===== src/hw/cpfm_pkg.sv =====
// shared constants, pin map, modes and state types of the channel pin function mux
`default_nettype none
package cpfm_pkg;
   // channel geometry
   localparam int CPFM_NUM_CHAN = 4;
   localparam int CPFM_PINS = 8;
   localparam int CPFM_ENGINE_GP = 4;
   localparam int CPFM_NUM_ENGINE = 2;
   // serial port pin positions
   localparam int P_TXD = 0;
   localparam int P_RXD = 1;
   localparam int P_RTS = 2;
   localparam int P_CTS = 3;
   localparam int P_DTR = 4;
   localparam int P_DSR = 5;
   localparam int P_DCD = 6;
   localparam int P_RI = 7;
   // engine pin positions
   localparam int P_ECLK = 0;
   localparam int P_EDO = 1;
   localparam int P_EDI = 2;
   localparam int P_ESEL = 3;
   localparam int P_GP0 = 4;
   // idle and reset levels
   localparam logic [7:0] CPFM_PINS_IDLE = 8'h00;
   localparam logic CPFM_LINE_IDLE = 1'h1;
   localparam logic [3:0] CPFM_RS485_DRIVER_ENABLE_RESET = 4'h0;
   localparam logic CPFM_RESUME_RESET = 1'h0;
   // pin roles of one channel, one-hot
   typedef enum logic [3:0] {
      CPFM_M_UART = 4'h1,
      CPFM_M_BB_ASYNC = 4'h2,
      CPFM_M_BB_SYNC = 4'h4,
      CPFM_M_ENGINE = 4'h8
   } cpfm_mode_t;
   // per channel pin state
   typedef struct packed {
      logic [7:0] meta;
      logic [7:0] sync;
      logic [7:0] drv;
      logic [7:0] oe;
   } cpfm_chan_st_t;
   // both sync stages reset to the idle line level, so no false ring follows reset
   localparam cpfm_chan_st_t CPFM_CHAN_RESET = '{8'hFF, 8'hFF, 8'h00, 8'h00};
   // top level state
   typedef struct packed {
      cpfm_mode_t [3:0] mode;
      logic [3:0] rs485_driver_enable_sel;
      logic [3:0] refused;
      logic resume;
   } cpfm_top_st_t;
endpackage
`default_nettype wire


===== src/hw/cpfm_chan_if.sv =====
// controller-side signals of one channel between the top and the pin mux
`default_nettype none
interface cpfm_chan_if;
   // serial port
   logic uart_txd, uart_rts_n, uart_dtr_n, rs485_driver_enable;
   logic uart_rxd, uart_cts_n, uart_dsr_n, carrier_detect_in_n, ring_indicator_in_n;
   // bit-bang bus
   logic [7:0] bitbang_drv, bitbang_dir, bitbang_rd;
   // synchronous engine
   logic engine_clock_out, engine_sdo, engine_select, engine_data_in;
   logic [3:0] engine_gp_line, engine_gp_dir, engine_gp_rd;
   modport ctrl (
      output uart_txd, uart_rts_n, uart_dtr_n, rs485_driver_enable,
      output bitbang_drv, bitbang_dir,
      output engine_clock_out, engine_sdo, engine_select, engine_gp_line, engine_gp_dir,
      input uart_rxd, uart_cts_n, uart_dsr_n, carrier_detect_in_n, ring_indicator_in_n,
      input bitbang_rd, engine_data_in, engine_gp_rd
   );
   modport mux (
      input uart_txd, uart_rts_n, uart_dtr_n, rs485_driver_enable,
      input bitbang_drv, bitbang_dir,
      input engine_clock_out, engine_sdo, engine_select, engine_gp_line, engine_gp_dir,
      output uart_rxd, uart_cts_n, uart_dsr_n, carrier_detect_in_n, ring_indicator_in_n,
      output bitbang_rd, engine_data_in, engine_gp_rd
   );
endinterface
`default_nettype wire


===== src/hw/cpfm_top.sv =====
// four-channel pin function mux: role selection, wake-up and per-channel pin muxes
// Contract
// any of four channels can be serial
// pin 2 drives rts, pin 3 samples cts
// dtr driven; dsr and carrier detect sampled
// ring low in suspend with wake raises resume
// last serial pin is ring in or enable
// that choice configured, ring input by default
// suspend pull-down blocks wake-up from suspend
// bit-bang in two variants, same pins
// bit-bang bus d0 txd pin to d7
// only channels a and b have engines
// engine pins: clock out, data out, data in
// engine pin 3 is select output
// engine pins 4 to 7 general purpose
// engine serves jtag, i2c, spi, custom buses
// channels c and d stay free alongside engines
// one role per channel, no foreign drivers
`default_nettype none
module cpfm_top #(
   parameter int NUM_ENGINE = cpfm_pkg::CPFM_NUM_ENGINE // channels carrying an engine
) (
   // clock and reset
   input wire logic mclk_in,
   input wire logic resetn_in,
   // role configuration, one-hot per channel
   input wire logic [3:0][3:0] cfg_mode_in,
   input wire logic [3:0] cfg_rs485_driver_enable_sel_in,
   // power state
   input wire logic suspend_in,
   input wire logic remote_wake_en_in,
   input wire logic suspend_pulldown_en_in,
   output logic resume_req_out,
   // role status
   output logic [3:0][3:0] chan_mode_out,
   output logic [3:0] mode_refused_out,
   // serial controllers
   input wire logic [3:0] uart_txd_in,
   input wire logic [3:0] uart_rts_n_in,
   input wire logic [3:0] uart_dtr_n_in,
   input wire logic [3:0] rs485_driver_enable_in,
   output logic [3:0] uart_rxd_out,
   output logic [3:0] uart_cts_n_out,
   output logic [3:0] uart_dsr_n_out,
   output logic [3:0] carrier_detect_n_out,
   output logic [3:0] ring_indicator_n_out,
   // bit-bang controllers
   input wire logic [3:0][7:0] bitbang_drv_in,
   input wire logic [3:0][7:0] bitbang_dir_in,
   output logic [3:0][7:0] bitbang_rd_out,
   // synchronous engines of channels a and b
   input wire logic [1:0] engine_clock_in,
   input wire logic [1:0] engine_sdo_in,
   input wire logic [1:0] engine_select_in,
   input wire logic [1:0][3:0] engine_gp_line_in,
   input wire logic [1:0][3:0] engine_gp_dir_in,
   output logic [1:0] engine_sdi_out,
   output logic [1:0][3:0] engine_gp_rd_out,
   // channel a pins
   input wire logic [7:0] chan_a_bitbang_bus_in,
   output logic [7:0] chan_a_bitbang_bus_out,
   output logic [7:0] chan_a_bitbang_bus_oe_out,
   // channel b pins
   input wire logic [7:0] chan_b_bitbang_bus_in,
   output logic [7:0] chan_b_bitbang_bus_out,
   output logic [7:0] chan_b_bitbang_bus_oe_out,
   // channel c pins
   input wire logic [7:0] chan_c_bitbang_bus_in,
   output logic [7:0] chan_c_bitbang_bus_out,
   output logic [7:0] chan_c_bitbang_bus_oe_out,
   // channel d pins
   input wire logic [7:0] chan_d_bitbang_bus_in,
   output logic [7:0] chan_d_bitbang_bus_out,
   output logic [7:0] chan_d_bitbang_bus_oe_out
);
   // the engine ports are two wide, so more engines cannot be served
   if (NUM_ENGINE < 0 || NUM_ENGINE > cpfm_pkg::CPFM_NUM_ENGINE)
   begin : g_bad_param
      $error("NUM_ENGINE out of range");
   end

   cpfm_pkg::cpfm_top_st_t st_ff; // all top state
   cpfm_pkg::cpfm_top_st_t nxt_st; // its next value
   logic [3:0][7:0] pin_in; // pins gathered by channel
   logic [3:0][7:0] pin_out; // registered pin levels
   logic [3:0][7:0] pin_oe; // registered pin enables
   logic [3:0] ring_low; // ring input asserted per channel
   logic wake_cond; // resume may be raised now

   cpfm_chan_if ifc[4] (); // controller bundles, one per channel

   // is this role legal on this channel
   function automatic logic mode_ok(input logic [3:0] req, input int chan);
      logic ok;
      ok = $onehot(req);
      if (req == cpfm_pkg::CPFM_M_ENGINE && chan >= NUM_ENGINE)
         ok = 1'h0; // engine exists on the first channels only
      return ok;
   endfunction

   // pins gathered into an array
   assign pin_in[0] = chan_a_bitbang_bus_in;
   assign pin_in[1] = chan_b_bitbang_bus_in;
   assign pin_in[2] = chan_c_bitbang_bus_in;
   assign pin_in[3] = chan_d_bitbang_bus_in;
   assign chan_a_bitbang_bus_out = pin_out[0];
   assign chan_b_bitbang_bus_out = pin_out[1];
   assign chan_c_bitbang_bus_out = pin_out[2];
   assign chan_d_bitbang_bus_out = pin_out[3];
   assign chan_a_bitbang_bus_oe_out = pin_oe[0];
   assign chan_b_bitbang_bus_oe_out = pin_oe[1];
   assign chan_c_bitbang_bus_oe_out = pin_oe[2];
   assign chan_d_bitbang_bus_oe_out = pin_oe[3];

   // per channel wiring and mux instance
   for (genvar i = 0; i < cpfm_pkg::CPFM_NUM_CHAN; i++)
   begin : g_chan
      assign ifc[i].uart_txd = uart_txd_in[i];
      assign ifc[i].uart_rts_n = uart_rts_n_in[i];
      assign ifc[i].uart_dtr_n = uart_dtr_n_in[i];
      assign ifc[i].rs485_driver_enable = rs485_driver_enable_in[i];
      assign ifc[i].bitbang_drv = bitbang_drv_in[i];
      assign ifc[i].bitbang_dir = bitbang_dir_in[i];
      assign uart_rxd_out[i] = ifc[i].uart_rxd;
      assign uart_cts_n_out[i] = ifc[i].uart_cts_n;
      assign uart_dsr_n_out[i] = ifc[i].uart_dsr_n;
      assign carrier_detect_n_out[i] = ifc[i].carrier_detect_in_n;
      assign ring_indicator_n_out[i] = ifc[i].ring_indicator_in_n;
      assign bitbang_rd_out[i] = ifc[i].bitbang_rd;
      // ring counts only in serial role with the ring input selected
      assign ring_low[i] = st_ff.mode[i] == cpfm_pkg::CPFM_M_UART
                           && !ifc[i].ring_indicator_in_n;
      // engine hookup only where an engine exists
      if (i < NUM_ENGINE)
      begin : g_eng
         assign ifc[i].engine_clock_out = engine_clock_in[i];
         assign ifc[i].engine_sdo = engine_sdo_in[i];
         assign ifc[i].engine_select = engine_select_in[i];
         assign ifc[i].engine_gp_line = engine_gp_line_in[i];
         assign ifc[i].engine_gp_dir = engine_gp_dir_in[i];
      end
      else
      begin : g_no_eng
         // no engine: inputs held quiet, role never reaches the mux
         assign ifc[i].engine_clock_out = 1'h0;
         assign ifc[i].engine_sdo = 1'h0;
         assign ifc[i].engine_select = 1'h0;
         assign ifc[i].engine_gp_line = 4'h0;
         assign ifc[i].engine_gp_dir = 4'h0;
      end
      if (i < cpfm_pkg::CPFM_NUM_ENGINE)
      begin : g_eng_rd
         // readbacks of engine inputs on the engine channels
         if (i < NUM_ENGINE)
         begin : g_live
            assign engine_sdi_out[i] = ifc[i].engine_data_in;
            assign engine_gp_rd_out[i] = ifc[i].engine_gp_rd;
         end
         else
         begin : g_dead
            assign engine_sdi_out[i] = 1'h0;
            assign engine_gp_rd_out[i] = 4'h0;
         end
      end
      cpfm_chan u_chan (
         .mclk_in(mclk_in),
         .resetn_in(resetn_in),
         .mode_in(st_ff.mode[i]),
         .rs485_driver_enable_sel_in(st_ff.rs485_driver_enable_sel[i]),
         .ctl(ifc[i]),
         .pin_in(pin_in[i]),
         .pin_out(pin_out[i]),
         .pin_oe_out(pin_oe[i])
      );
   end

   // wake-up allowed only when armed and no pull-down is applied
   assign wake_cond = suspend_in && remote_wake_en_in
                      && !suspend_pulldown_en_in;

   // next state: role per channel, ring or enable choice, resume request
   always_comb
   begin
      nxt_st = st_ff;
      nxt_st.refused = 4'h0;
      // each channel picks its role on its own, so c and d stay free
      for (int i = 0; i < cpfm_pkg::CPFM_NUM_CHAN; i++)
      begin
         if (mode_ok(cfg_mode_in[i], i))
            nxt_st.mode[i] = cpfm_pkg::cpfm_mode_t'(cfg_mode_in[i]);
         else
            nxt_st.refused[i] = 1'h1; // illegal request: previous role kept
      end
      // ring input unless configuration selects the enable output
      nxt_st.rs485_driver_enable_sel = cfg_rs485_driver_enable_sel_in;
      // request held until the host leaves suspend
      if (!suspend_in)
         nxt_st.resume = 1'h0;
      if (wake_cond && |ring_low)
         nxt_st.resume = 1'h1;
   end

   // state register; serial role and ring input after reset
   always_ff @(posedge mclk_in or negedge resetn_in)
   begin
      if (!resetn_in)
      begin
         for (int i = 0; i < cpfm_pkg::CPFM_NUM_CHAN; i++)
            st_ff.mode[i] <= cpfm_pkg::CPFM_M_UART;
         st_ff.rs485_driver_enable_sel <= cpfm_pkg::CPFM_RS485_DRIVER_ENABLE_RESET;
         st_ff.refused <= 4'h0;
         st_ff.resume <= cpfm_pkg::CPFM_RESUME_RESET;
      end
      else
      begin
         st_ff <= nxt_st;
      end
   end

   // status outputs from flops
   assign resume_req_out = st_ff.resume;
   assign mode_refused_out = st_ff.refused;
   for (genvar i = 0; i < cpfm_pkg::CPFM_NUM_CHAN; i++)
   begin : g_stat
      assign chan_mode_out[i] = st_ff.mode[i];
   end

   // channels without an engine never hold the engine role
   AST_NO_ENGINE_CD: assert property (@(posedge mclk_in) disable iff (!resetn_in)
      st_ff.mode[2] != cpfm_pkg::CPFM_M_ENGINE && st_ff.mode[3] != cpfm_pkg::CPFM_M_ENGINE)
      else $error("engine role on channel without engine");
   // a legal request lands in the next cycle
   AST_MODE_TAKEN: assert property (@(posedge mclk_in) disable iff (!resetn_in)
      mode_ok(cfg_mode_in[3], 3) |=> st_ff.mode[3] == $past(cfg_mode_in[3])
         && !mode_refused_out[3])
      else $error("legal role not taken");
   // a refused request leaves the role unchanged
   AST_MODE_REFUSED: assert property (@(posedge mclk_in) disable iff (!resetn_in)
      !mode_ok(cfg_mode_in[1], 1) |=> st_ff.mode[1] == $past(st_ff.mode[1])
         && mode_refused_out[1])
      else $error("illegal role not refused");
   // ring low while armed in suspend raises resume next cycle
   AST_RESUME_SET: assert property (@(posedge mclk_in) disable iff (!resetn_in)
      wake_cond && ring_low[3] |=> resume_req_out)
      else $error("resume not raised");
   // resume never rises while a pull-down is applied
   AST_NO_WAKE_PULLDOWN: assert property (@(posedge mclk_in) disable iff (!resetn_in)
      $rose(resume_req_out) |-> !$past(suspend_pulldown_en_in) && $past(suspend_in))
      else $error("wake despite pull-down");
   // selected enable output hides the ring input
   AST_RING_DEFAULT: assert property (@(posedge mclk_in) disable iff (!resetn_in)
      st_ff.rs485_driver_enable_sel[2] |-> ring_indicator_n_out[2] && !ring_low[2])
      else $error("ring seen while pin is output");
endmodule
`default_nettype wire


===== src/hw/cpfm_chan.sv =====
// pin mux of one channel: input synchronisers and registered pin drivers
`default_nettype none
module cpfm_chan (
   // clock and reset
   input wire logic mclk_in,
   input wire logic resetn_in,
   // role chosen by the top
   input wire cpfm_pkg::cpfm_mode_t mode_in,
   input wire logic rs485_driver_enable_sel_in,
   // controller side
   cpfm_chan_if.mux ctl,
   // pins
   input wire logic [7:0] pin_in,
   output logic [7:0] pin_out,
   output logic [7:0] pin_oe_out
);
   cpfm_pkg::cpfm_chan_st_t st_ff; // whole channel state
   cpfm_pkg::cpfm_chan_st_t nxt_st; // its next value

   // next state: only the active role may place a driver on a pin
   always_comb
   begin
      nxt_st = st_ff;
      nxt_st.meta = pin_in; // first stage, read only by the second
      nxt_st.sync = st_ff.meta;
      nxt_st.drv = cpfm_pkg::CPFM_PINS_IDLE; // undriven unless the role claims it
      nxt_st.oe = cpfm_pkg::CPFM_PINS_IDLE;
      case (mode_in)
         cpfm_pkg::CPFM_M_UART:
         begin
            nxt_st.drv[cpfm_pkg::P_TXD] = ctl.uart_txd;
            nxt_st.oe[cpfm_pkg::P_TXD] = 1'h1;
            nxt_st.drv[cpfm_pkg::P_RTS] = ctl.uart_rts_n;
            nxt_st.oe[cpfm_pkg::P_RTS] = 1'h1;
            nxt_st.drv[cpfm_pkg::P_DTR] = ctl.uart_dtr_n;
            nxt_st.oe[cpfm_pkg::P_DTR] = 1'h1;
            // last pin drives the line driver enable only when selected
            if (rs485_driver_enable_sel_in)
            begin
               nxt_st.drv[cpfm_pkg::P_RI] = ctl.rs485_driver_enable;
               nxt_st.oe[cpfm_pkg::P_RI] = 1'h1;
            end
         end
         cpfm_pkg::CPFM_M_BB_ASYNC, cpfm_pkg::CPFM_M_BB_SYNC:
         begin
            // both variants share one pin map, d0 on the transmit pin
            nxt_st.drv = ctl.bitbang_drv;
            nxt_st.oe = ctl.bitbang_dir;
         end
         cpfm_pkg::CPFM_M_ENGINE:
         begin
            nxt_st.drv[cpfm_pkg::P_ECLK] = ctl.engine_clock_out;
            nxt_st.oe[cpfm_pkg::P_ECLK] = 1'h1;
            nxt_st.drv[cpfm_pkg::P_EDO] = ctl.engine_sdo;
            nxt_st.oe[cpfm_pkg::P_EDO] = 1'h1;
            nxt_st.drv[cpfm_pkg::P_ESEL] = ctl.engine_select;
            nxt_st.oe[cpfm_pkg::P_ESEL] = 1'h1;
            nxt_st.drv[cpfm_pkg::P_GP0 +: cpfm_pkg::CPFM_ENGINE_GP] = ctl.engine_gp_line;
            nxt_st.oe[cpfm_pkg::P_GP0 +: cpfm_pkg::CPFM_ENGINE_GP] = ctl.engine_gp_dir;
         end
         default:
         begin
            nxt_st.oe = cpfm_pkg::CPFM_PINS_IDLE; // unknown role: all pins released
         end
      endcase
   end

   // state register; pins float while in reset
   always_ff @(posedge mclk_in or negedge resetn_in)
   begin
      if (!resetn_in)
         st_ff <= cpfm_pkg::CPFM_CHAN_RESET;
      else
         st_ff <= nxt_st;
   end

   // pin drivers come straight from flops
   assign pin_out = st_ff.drv;
   assign pin_oe_out = st_ff.oe;
   // readbacks from the second stage only
   assign ctl.uart_rxd = st_ff.sync[cpfm_pkg::P_RXD];
   assign ctl.uart_cts_n = st_ff.sync[cpfm_pkg::P_CTS];
   assign ctl.uart_dsr_n = st_ff.sync[cpfm_pkg::P_DSR];
   assign ctl.carrier_detect_in_n = st_ff.sync[cpfm_pkg::P_DCD];
   // ring input reads idle while that pin is an output
   assign ctl.ring_indicator_in_n = rs485_driver_enable_sel_in ? cpfm_pkg::CPFM_LINE_IDLE
                                                 : st_ff.sync[cpfm_pkg::P_RI];
   assign ctl.bitbang_rd = st_ff.sync;
   assign ctl.engine_data_in = st_ff.sync[cpfm_pkg::P_EDI];
   assign ctl.engine_gp_rd = st_ff.sync[cpfm_pkg::P_GP0 +: cpfm_pkg::CPFM_ENGINE_GP];

   // serial role drives txd, rts and dtr one cycle on
   AST_UART_DRIVE: assert property (@(posedge mclk_in) disable iff (!resetn_in)
      mode_in == cpfm_pkg::CPFM_M_UART |=> pin_oe_out[cpfm_pkg::P_TXD]
         && pin_out[cpfm_pkg::P_TXD] == $past(ctl.uart_txd)
         && pin_oe_out[cpfm_pkg::P_RTS] && pin_oe_out[cpfm_pkg::P_DTR]
         && !pin_oe_out[cpfm_pkg::P_CTS] && !pin_oe_out[cpfm_pkg::P_RXD])
      else $error("serial pins wrong");
   AST_RTS_DTR: assert property (@(posedge mclk_in) disable iff (!resetn_in)
      mode_in == cpfm_pkg::CPFM_M_UART |=> pin_out[cpfm_pkg::P_RTS] == $past(ctl.uart_rts_n)
         && pin_out[cpfm_pkg::P_DTR] == $past(ctl.uart_dtr_n))
      else $error("handshake output wrong");
   AST_INPUT_SYNC: assert property (@(posedge mclk_in) disable iff (!resetn_in)
      $past(resetn_in, 2) |-> ctl.uart_dsr_n == $past(pin_in[cpfm_pkg::P_DSR], 2)
         && ctl.uart_rxd == $past(pin_in[cpfm_pkg::P_RXD], 2))
      else $error("input not two flops late");
   AST_RS485_DRIVER_ENABLE_PIN: assert property (@(posedge mclk_in) disable iff (!resetn_in)
      mode_in == cpfm_pkg::CPFM_M_UART |=> pin_oe_out[cpfm_pkg::P_RI] == $past(rs485_driver_enable_sel_in)
         && (!$past(rs485_driver_enable_sel_in)
             || pin_out[cpfm_pkg::P_RI] == $past(ctl.rs485_driver_enable)))
      else $error("last pin role wrong");
   AST_BITBANG: assert property (@(posedge mclk_in) disable iff (!resetn_in)
      mode_in inside {cpfm_pkg::CPFM_M_BB_ASYNC, cpfm_pkg::CPFM_M_BB_SYNC}
         |=> pin_out == $past(ctl.bitbang_drv) && pin_oe_out == $past(ctl.bitbang_dir))
      else $error("bit-bang bus wrong");
   AST_ENGINE_PINS: assert property (@(posedge mclk_in) disable iff (!resetn_in)
      mode_in == cpfm_pkg::CPFM_M_ENGINE |=> pin_oe_out[3:0] == 4'hB
         && pin_out[cpfm_pkg::P_ECLK] == $past(ctl.engine_clock_out)
         && pin_out[cpfm_pkg::P_ESEL] == $past(ctl.engine_select)
         && pin_oe_out[7:4] == $past(ctl.engine_gp_dir))
      else $error("engine pins wrong");
endmodule
`default_nettype wire


===== config.mk =====
export PLATFORM = sky130hd
export DESIGN_NAME = cpfm_top
export DESIGN_NICKNAME = d
export VERILOG_FILES = /design/src/hw/cpfm_pkg.sv /design/src/hw/cpfm_chan_if.sv /design/src/hw/cpfm_top.sv /design/src/hw/cpfm_chan.sv
export SDC_FILE = /design/constraint.sdc
export NUM_CORES = 1
export LEC_CHECK = 0
export BUFFER_PORTS_ARGS = -buffer_cell sky130_fd_sc_hd__buf_2
export CORE_AREA = 2 2 120 122
export DETAILED_ROUTE_END_ITERATION = 6
export DIE_AREA = 0 0 122 124
export PLACE_DENSITY = 0.83
export RECOVER_POWER = 25
export SYNTH_ARGS = -nofsm -noshare
export SYNTH_HDL_FRONTEND = slang
export SYNTH_SLANG_ARGS = --single-unit

===== constraint.sdc =====
create_clock -name mclk_in -period 4.2 [get_ports mclk_in]
set_input_delay 0.84 -clock mclk_in [delete_from_list [all_inputs] [get_ports mclk_in]]
set_output_delay 0.84 -clock mclk_in [all_outputs]
set_load 0.005 [all_outputs]

# Word-level counts from Yosys, hierarchy flattened
# Cells that the tools add are included.
[classes] n_addsub=12 n_eq_ne=23 mux=76 reduce_logical=21
[op_table] op="case mux 1 bit (2 select lines)" count=34
[op_table] op="case mux 1 bit (3 select lines)" count=10
[op_table] op="equality test 4 bit (second input constant)" count=6
[op_table] op="2-to-1 mux 1 bit" count=24
[op_table] op="adder 1 x 1 -> 2 bit" count=8
[op_table] op="equality test 4 x 1 -> 1 bit (second input constant)" count=4
[op_table] op="equality test 4 x 2 -> 1 bit (second input constant)" count=4
[op_table] op="equality test 4 x 3 -> 1 bit (second input constant)" count=4
[op_table] op="case mux 2 bit (2 select lines)" count=4
[op_table] op="OR reduction 2 bit" count=8
[op_table] op="adder 2 x 2 -> 3 bit" count=4
[op_table] op="equality test 3 x 1 -> 1 bit (second input constant)" count=4
[op_table] op="2-to-1 mux 2 bit" count=4
[op_table] op="logical AND 1 bit" count=7
[op_table] op="zero test 1 bit" count=5
[op_table] op="OR reduction 4 bit" count=1
[op_table] op="!= test 2 x 1 -> 1 bit (second input constant)" count=1
[word_totals] register_bits=153 inputBits=159 out_inout_bits=147 elab_cells=155

# Depth between registers and ports, before layout
# Gate-level depths: netlist of run 1.
[logic_depth] ltp_word=6 ltp_mapped=9 depth_no_buf=9

# Hierarchy
# From an unflattened synthesis of run 1, not the netlist that was laid out.
[hier_totals] cells_unflattened=418 area_unflattened_um2=6227.2
[by_module_without_submodules] module="cpfm_chan" n_inst=4 cells_each=68 area_each_um2=1158.6 seq_area_each_um2=820.8
[by_module_without_submodules] module="cpfm_top" n_inst=1 cells_each=146 area_each_um2=1592.8 seq_area_each_um2=630.6

# Worst setup path before layout of run 1
# No wires, ideal clock.
[synth_timing] path_kind="input to register" from="input cfg_mode_in[0] in the netlist's numbering" to="register st_ff, in the netlist chan_mode_out[1]" setup_time_ns=0.125 t_arrival_ns=2.702 t_required_ns=4.075 setup_slack_ns=1.373 stages=7 n_path_buf=0 path_cell_list="inv_1 -> fa_1 -> inv_1 -> ha_1 -> ha_1 -> nor3b_1 -> mux2_2"
[synth_via] elab_chain_len=3
[synth_lines] item="start, declared" line_no="cpfm_top.sv:27" source="input wire logic [3:0][3:0] cfg_mode_in,"
[synth_lines] item="adder 1 x 1 -> 2 bit (implied by the code)" line_no="cpfm_top.sv:95" source="ok = $onehot(req);"
[synth_lines] item="adder 2 x 2 -> 3 bit (implied by the code)" line_no="cpfm_top.sv:95"
[synth_lines] item="equality test 3 x 1 -> 1 bit" line_no="cpfm_top.sv:95"
[synth_lines] item="end signal, assigned" line_no="cpfm_top.sv:216" source="st_ff <= nxt_st;"
[synth_lines] item="end, declared" line_no="cpfm_top.sv:82" source="cpfm_pkg::cpfm_top_st_t st_ff;"
# Every way passes these cells.
# A chain may end at the register's enable or synchronous reset.

# Final worst setup path of run 1
[layout_timing] from="input cfg_mode_in[0] in the netlist's numbering" to="register st_ff, in the netlist chan_mode_out[2]"
# Same word-level chain as after synthesis.

==> flow_metrics.tcl, run 1 <==
set metrics [dict create \
    hold_class "reg -> reg" \
    areaGrowthSynthToFinish_pct 31.9 \
    syn_inst 403 \
    fp.dieH_um 124 \
    synthesis.nets 576 \
    leakagePower_nw 4.12 \
    clock_sink_count 153 \
    initial_utilization_pct 42.5 \
    io_pins 306 \
    grt_pass1_wl_um 21000 \
    drv_slew 97 \
    grt-ovfl-total 0 \
    ys_seq_area_share_pct 67.1 \
    firstDrtPassIters 6 \
    cp_max_fo 5 \
    fin_cells 867 \
    cts_tree "yes" \
    finClkSkew_ps 13.5 \
    htree_num_levels 4 \
    die_w_um 122 \
    cts-root-buf "clkbuf_16" \
    routed_wl_um 14400 \
    dieArea_um2 15100 \
    violations "max-capacitance violations, max-slew violations" \
    critPathRequiredTime_ps 4490 \
    rsz0062_at_grt "false" \
    yosysWarnings 0 \
    drive_gt1_share_pct 62.3 \
    synth-edff-count 0 \
    fin_setup_tns_ps 0 \
    p_per_area_nw_per_um2 596 \
    fin_area_um2 7700 \
    antenna_found_initial 4 \
    worst_slack_ps 1480 \
    setup_viol 0 \
    postCtsSetupBuffers 0 \
    crit_path_end_kind "flip-flop" \
    regArea_um2 3910 \
    status "finished, violations left" \
    multi_input_area_um2 1350 \
    ys_types 43 \
    nets 845 \
    gp_congestion 0.801 \
    synth_top_area_share_pct 36.5 \
    synth_top_area_cell "dfrtp_1" \
    nFillCells 1147 \
    period_needed_ps 2720 \
    row_count 43 \
    synthArstFlopShare_pct 100 \
    cts_buffers 17 \
    post-route-util_pct 56.1 \
    crit_type "in -> reg" \
    critPathArrivalTime_ps 3010 \
    syn_area_per_cell_um2 14.5 \
    synth_area_leaders "dfrtp_1 (36%), dfstp_2 (31%), buf_4 (6.6%)" \
    io_buffers 305 \
    grt_usage_pct 18.7 \
    via_count 4068 \
    max_slew.worst_pin.slew_ps 2320 \
    dp_slack_ps 1070 \
    drt-initial-drc-count 187 \
    yosys_most_used_dff "dfrtp_1" \
    cp-start-kind "input pin" \
    design.core.area_um2 13700 \
    drc_errors 0 \
    clk_path_buf_depth 2 \
    max_freq_ghz 0.368 \
    maxCapViolCount 1 \
    grt_pass1_vias 4073 \
    finalCritPeriodShare_pct 64.7 \
    cts_resized 0 \
    dpl_cell_area_um2 7180 \
    worst_skew_pair.late_latency_ps 410 \
    antenna_left 0 \
    via_per_inst 4.69 \
    finalHoldViolCount 0 \
    peakVddDrop_mv 0.331 \
    holdBufCountCts 0 \
    dp_hpwl_um 11200 \
    ys_ff_latch 153 \
    path_clk_slew_ps 60 \
    placed_cells 833 \
    syn-cell-area_um2 5830 \
    routedWlPerCell_um 16.7 \
    grt_max_degree 97 \
    maxSlewHeadroom_pct -54.9 \
]
-- final timing paths --
path | startpoint | endpoint | slack [ps] | cells past startpoint
worst min register to register | g_chan[3].u_chan.nxt_st[20] | g_chan[3].u_chan.ctl.bitbang_rd[4] | 350 | 0
min in group asynchronous | resetn_in | g_chan[2].u_chan.pin_out[4] | 1130 | 1
worst min-delay path | g_chan[3].u_chan.nxt_st[20] | g_chan[3].u_chan.ctl.bitbang_rd[4] | 350 | 0
max in group asynchronous | resetn_in | g_chan[3].u_chan.ctl.bitbang_rd[0] | 1600 | 2
worst max register to register | chan_mode_out[1] | g_chan[0].u_chan.pin_oe_out[4] | 2310 | 2
worst max-delay path | cfg_mode_in[0] | chan_mode_out[2] | 1480 | 8
-- registers in the layout (all words and copies together), names as in the netlist --
name                          cells
st_ff                             4
g_chan.u_chan.nxt_st             32
g_chan.u_chan.pin_out            32
g_chan.u_chan.pin_oe_out         32
chan_mode_out                    16
mode_refused_out                  4
g_chan.u_chan.ctl.bitbang_rd     32
resume_req_out                    1
-- Yosys cell counts (4+ instances only) --
| library cell | n |
|---|---|
| xnor2_1 | 4 |
| ha_1 | 10 |
| dfrtp_1 | 85 |
| a21o_1 | 8 |
| and2_1 | 12 |
| mux2_2 | 8 |
| nand3b_1 | 5 |
| a22o_1 | 21 |
| buf_2 | 5 |
| nor4b_4 | 4 |
| inv_1 | 33 |
| o21ai_0 | 6 |
| nand2_1 | 8 |
| fa_1 | 4 |
| nor3b_1 | 4 |
| a222oi_1 | 6 |
| a22o_2 | 4 |
| buf_4 | 51 |
| dfstp_2 | 68 |
| nor2_1 | 15 |
| a21oi_1 | 7 |
-- through the flow --
step / power, mW / hold slack (ps)
2_1_floorplan: 2.72 / 345
3_3_place_gp: 3.23 / 345
3_5_place_dp: 3.28 / 347
4_1_cts: 4.65 / 351
5_1_grt: 4.87 / 357
6_report: 4.59 / 351
-- power by group --
part / switching [mW] / internal, mW
combinational: 0.565 / 0.594
sequential: 0.248 / 1.83
clock: 0.575 / 0.773
-- critical path, stage by stage --
cell and delay (ps):
buf_2 90, inv_1 60, fa_1 540, inv_1 50, ha_1 170, ha_1 260
nor3b_1 600, mux2_2 400
-- cell families after synthesis --
logic type | synth area share [%]
buffers and inverters | 9.74
and+or+nand+nor | 7.38
adders and majority gates | 3.52
DFF | 67.1
AOI/OAI and AO/OA | 9.95
muxes | 1.72
xor gates and xnor gates | 0.601
-- cell usage in the layout, fill, tap and decap left out, types with 2 or more instances in the layout --
| master | n |
|---|---|
| a211o_1 | 2 |
| nand2_1 | 8 |
| nor4b_4 | 4 |
| inv_4 | 2 |
| nor4b_2 | 2 |
| nor2b_1 | 2 |
| a221o_1 | 2 |
| a31oi_1 | 3 |
| and2_1 | 12 |
| a22o_1 | 21 |
| nand3_1 | 2 |
| ha_1 | 10 |
| dfrtp_1 | 85 |
| a32oi_1 | 2 |
| buf_2 | 302 |
| a22o_2 | 4 |
| a222oi_1 | 6 |
| clkbuf_16 | 17 |
| clkinvlp_4 | 2 |
| nand3b_1 | 5 |
| inv_6 | 3 |
| dfstp_2 | 67 |
| fa_1 | 4 |
| mux2_2 | 8 |
| nand2b_1 | 2 |
| a21oi_1 | 7 |
| nor3b_1 | 4 |
| buf_4 | 4 |
| a32o_1 | 2 |
| a21o_2 | 2 |
| clkbuf_1 | 6 |
| a21o_1 | 8 |
| o21ai_0 | 6 |
| nor2_1 | 15 |
| xnor2_1 | 4 |
| inv_1 | 33 |
| diode_2 | 2 |
| clkinv_2 | 3 |
| nor3_2 | 2 |
-- layout make-up --
cell class                      instances  share of cell area [%]
Clock inverter                         10                   0.894
Multi-Input combinational cell        158                    17.6
Inverter                               33                    1.61
Antenna cell                            2                  0.0650
Tap cell                              180                    2.93
Timing Repair Buffer                  309                    20.2
Clock buffer                           22                    5.90
Sequential cell                       153                    50.9
-- metal layers --
layer | part of all wire [%] | GRT usage, %
met5 | 0.19 | 0
met2 | 51 | 32.4
met3 | 11 | 7.83
met1 | 36 | 20.4
met4 | 1.8 | 7.26
(Power assumes the default switching activity.)
==> inputs of run 2 (changes only) <==
--- a/config.mk
+++ b/config.mk
@@ -5,11 +5,12 @@
 export SDC_FILE = /design/constraint.sdc
 export NUM_CORES = 1
 export LEC_CHECK = 0
+export ABC_AREA = 1
 export BUFFER_PORTS_ARGS = -buffer_cell sky130_fd_sc_hd__buf_2
-export CORE_AREA = 2 2 120 122
+export CORE_MARGIN = 2
+export CORE_UTILIZATION = 45
 export DETAILED_ROUTE_END_ITERATION = 6
-export DIE_AREA = 0 0 122 124
-export PLACE_DENSITY = 0.83
+export PLACE_DENSITY = 0.86
 export RECOVER_POWER = 25
 export SYNTH_ARGS = -nofsm -noshare
 export SYNTH_HDL_FRONTEND = slang
==> constraint.sdc (replaced) <==
create_clock -name mclk_in -period 2.8 [get_ports mclk_in]
set_input_delay 0.56 -clock mclk_in [delete_from_list [all_inputs] [get_ports mclk_in]]
set_output_delay 0.56 -clock mclk_in [all_outputs]
set_load 0.005 [all_outputs]
==> flow_metrics.tcl, run 2 <==
set metrics [dict create \
    status "complete, no violations" \
    finClkSkew_ps 6.59 \
    drt-initial-drc-count 217 \
    worst_skew_pair.late_latency_ps 410 \
    synthArstFlopShare_pct 100 \
    cp_max_fo 9 \
    holdBufCountCts 0 \
    syn_area_per_cell_um2 11.5 \
    grt_pass1_wl_um 22300 \
    fin_cells 979 \
    grt_usage_pct 20.7 \
    worst_slack_ps 735 \
    synth-edff-count 0 \
    finalHoldViolCount 0 \
    nFillCells 1064 \
    critPathArrivalTime_ps 2340 \
    hold_class "in -> async" \
    antenna_left 0 \
    yosysWarnings 0 \
    layout_common_cells "buf_2 (303), inv_1 (86), dfrtp_1 (85), dfstp_2 (67), nand2_1 (59)" \
    synth_top_area_share_pct 35.6 \
    dp_hpwl_um 11300 \
    peakVddDrop_mv 0.580 \
    synth_area_leaders "dfrtp_1 (36%), dfstp_2 (30%), buf_4 (6.3%)" \
    io_pins 306 \
    dp_slack_ps 324 \
    r2r.worst_path.cells 3 \
    rr_endpoint "g_chan[3].u_chan.pin_oe_out[7]" \
    gp_congestion 0.841 \
    grt_pass1_vias 4377 \
    setup_viol 0 \
    drive_gt1_share_pct 54.3 \
    ys_seq_area_share_pct 65.6 \
    fp.dieH_um 119 \
    period_needed_ps 2070 \
    cts_buffers 17 \
    grt_max_degree 71 \
    fin_setup_tns_ps 0 \
    ys_ff_latch 153 \
    cts_tree "yes" \
    final_common_cell "buf_2" \
    syn_inst 517 \
    syn-cell-area_um2 5970 \
    holdWs_ps 44.4 \
    grt-ovfl-total 0 \
    synthesis.nets 690 \
    areaGrowthSynthToFinish_pct 32.6 \
    design.core.area_um2 13100 \
    firstDrtPassIters 4 \
    yosysMostFrequentCell "inv_1" \
    yosys_most_used_dff "dfrtp_1" \
    drc_errors 0 \
    leakagePower_nw 4.38 \
    via_per_inst 4.51 \
    maxSlewHeadroom_pct 35.1 \
    cts_resized 0 \
    antenna_found_initial 0 \
    crit_type "in -> reg" \
    postCtsSetupBuffers 0 \
    clock_sink_count 153 \
    timing.reg2reg.setup_slack_ps 1450 \
    p_total_mw 7.05 \
    via_count 4411 \
    io_buffers 305 \
    finalCritPeriodShare_pct 73.8 \
    p_per_area_nw_per_um2 891 \
    path_clk_slew_ps 60 \
    rsz0062_at_grt "false" \
    cts-root-buf "clkbuf_16" \
    max_slew.worst_pin.slew_ps 973 \
    placed_cells 947 \
    cp-start-kind "input pin" \
    crit_path_end_kind "flip-flop" \
    drv_slew 0 \
    dieArea_um2 14200 \
    synth_top_area_cell "dfrtp_1" \
    die_w_um 119 \
    synth_commonest_cells "inv_1 (86), dfrtp_1 (85), dfstp_2 (68)" \
    diodes 0 \
    routedWlPerCell_um 14.5 \
    maxCapViolCount 0 \
    max_freq_ghz 0.484 \
    ys_types 26 \
    critPathRequiredTime_ps 3080 \
    routed_wl_um 14200 \
    row_count 42 \
    nets 963 \
    initial_utilization_pct 45.6 \
    htree_num_levels 4 \
    r2r-start "chan_mode_out[15]" \
    clk_path_buf_depth 2 \
]
-- run 2: logic make-up (layout without fill, tap and decap cells) --
kind of cell	after synthesis	count (layout)	share of synthesized area, %
buffers and inverters	144	430	12.7
adder cells (fa/ha/maj)	14	14	3.44
AND/OR/NAND/NOR	150	150	13.0
flip-flops	153	153	65.6
AO/OA/AOI/OAI	56	56	5.28
-- run 2: power breakdown --
group / switching, mW / total, mW / internal, mW
Combinational: 1.05 / 1.79 / 0.740
Clock: 0.920 / 2.21 / 1.29
Sequential: 0.273 / 3.05 / 2.77
Total: 2.24 / 7.05 / 4.81
-- run 2: through the flow --
| step | utilization [%] | instance area, µm² |
|---|---|---|
| 6_report | 60.5 | 7920 |
| 5_1_grt | 60.5 | 7920 |
| 4_1_cts | 60.5 | 7920 |
| 3_5_place_dp | 56.1 | 7330 |
| 3_3_place_gp | 56.1 | 7330 |
| 2_1_floorplan | - | 5970 |
-- run 2: routing by layer --
layer,routed length [µm],global-route usage (%),up-vias
met5,0,0,-
met4,248,6.55,0
met3,1090,7.61,27
met2,7470,36.4,193
met1,5410,23.2,2082
li1,-,-,2109
-- run 2: final cells by class --
| cell class | count | area [µm²] | area share (%) |
|---|---|---|---|
| Clock inverter | 13 | 133 | 1.68 |
| Multi-Input combinational cell | 220 | 1290 | 16.4 |
| Clock buffer | 19 | 453 | 5.72 |
| Sequential cell | 153 | 3910 | 49.4 |
| Timing Repair Buffer | 308 | 1560 | 19.7 |
| Tap cell | 176 | 220 | 2.78 |
| Inverter | 90 | 338 | 4.27 |
-- run 2: how the worst max path moves through the flow --
stage	startpoint	to	cells after the start
finish	cfg_mode_in[12]	chan_mode_out[13]	10
global route	cfg_mode_in[12]	chan_mode_out[13]	10
CTS	cfg_mode_in[12]	chan_mode_out[13]	10
detailed placement	cfg_mode_in[12]	chan_mode_out[13]	10
floorplan	cfg_mode_in[8]	chan_mode_out[10]	9
global placement	cfg_mode_in[12]	chan_mode_out[13]	10
-- run 2: worst max-delay path, stage by stage --
cell	delay (ps)
buf_2	70
inv_1	60
fa_1	540
inv_1	40
ha_1	170
ha_1	270
nor2_1	110
nand3_1	250
nand2_1	160
o21ai_0	110
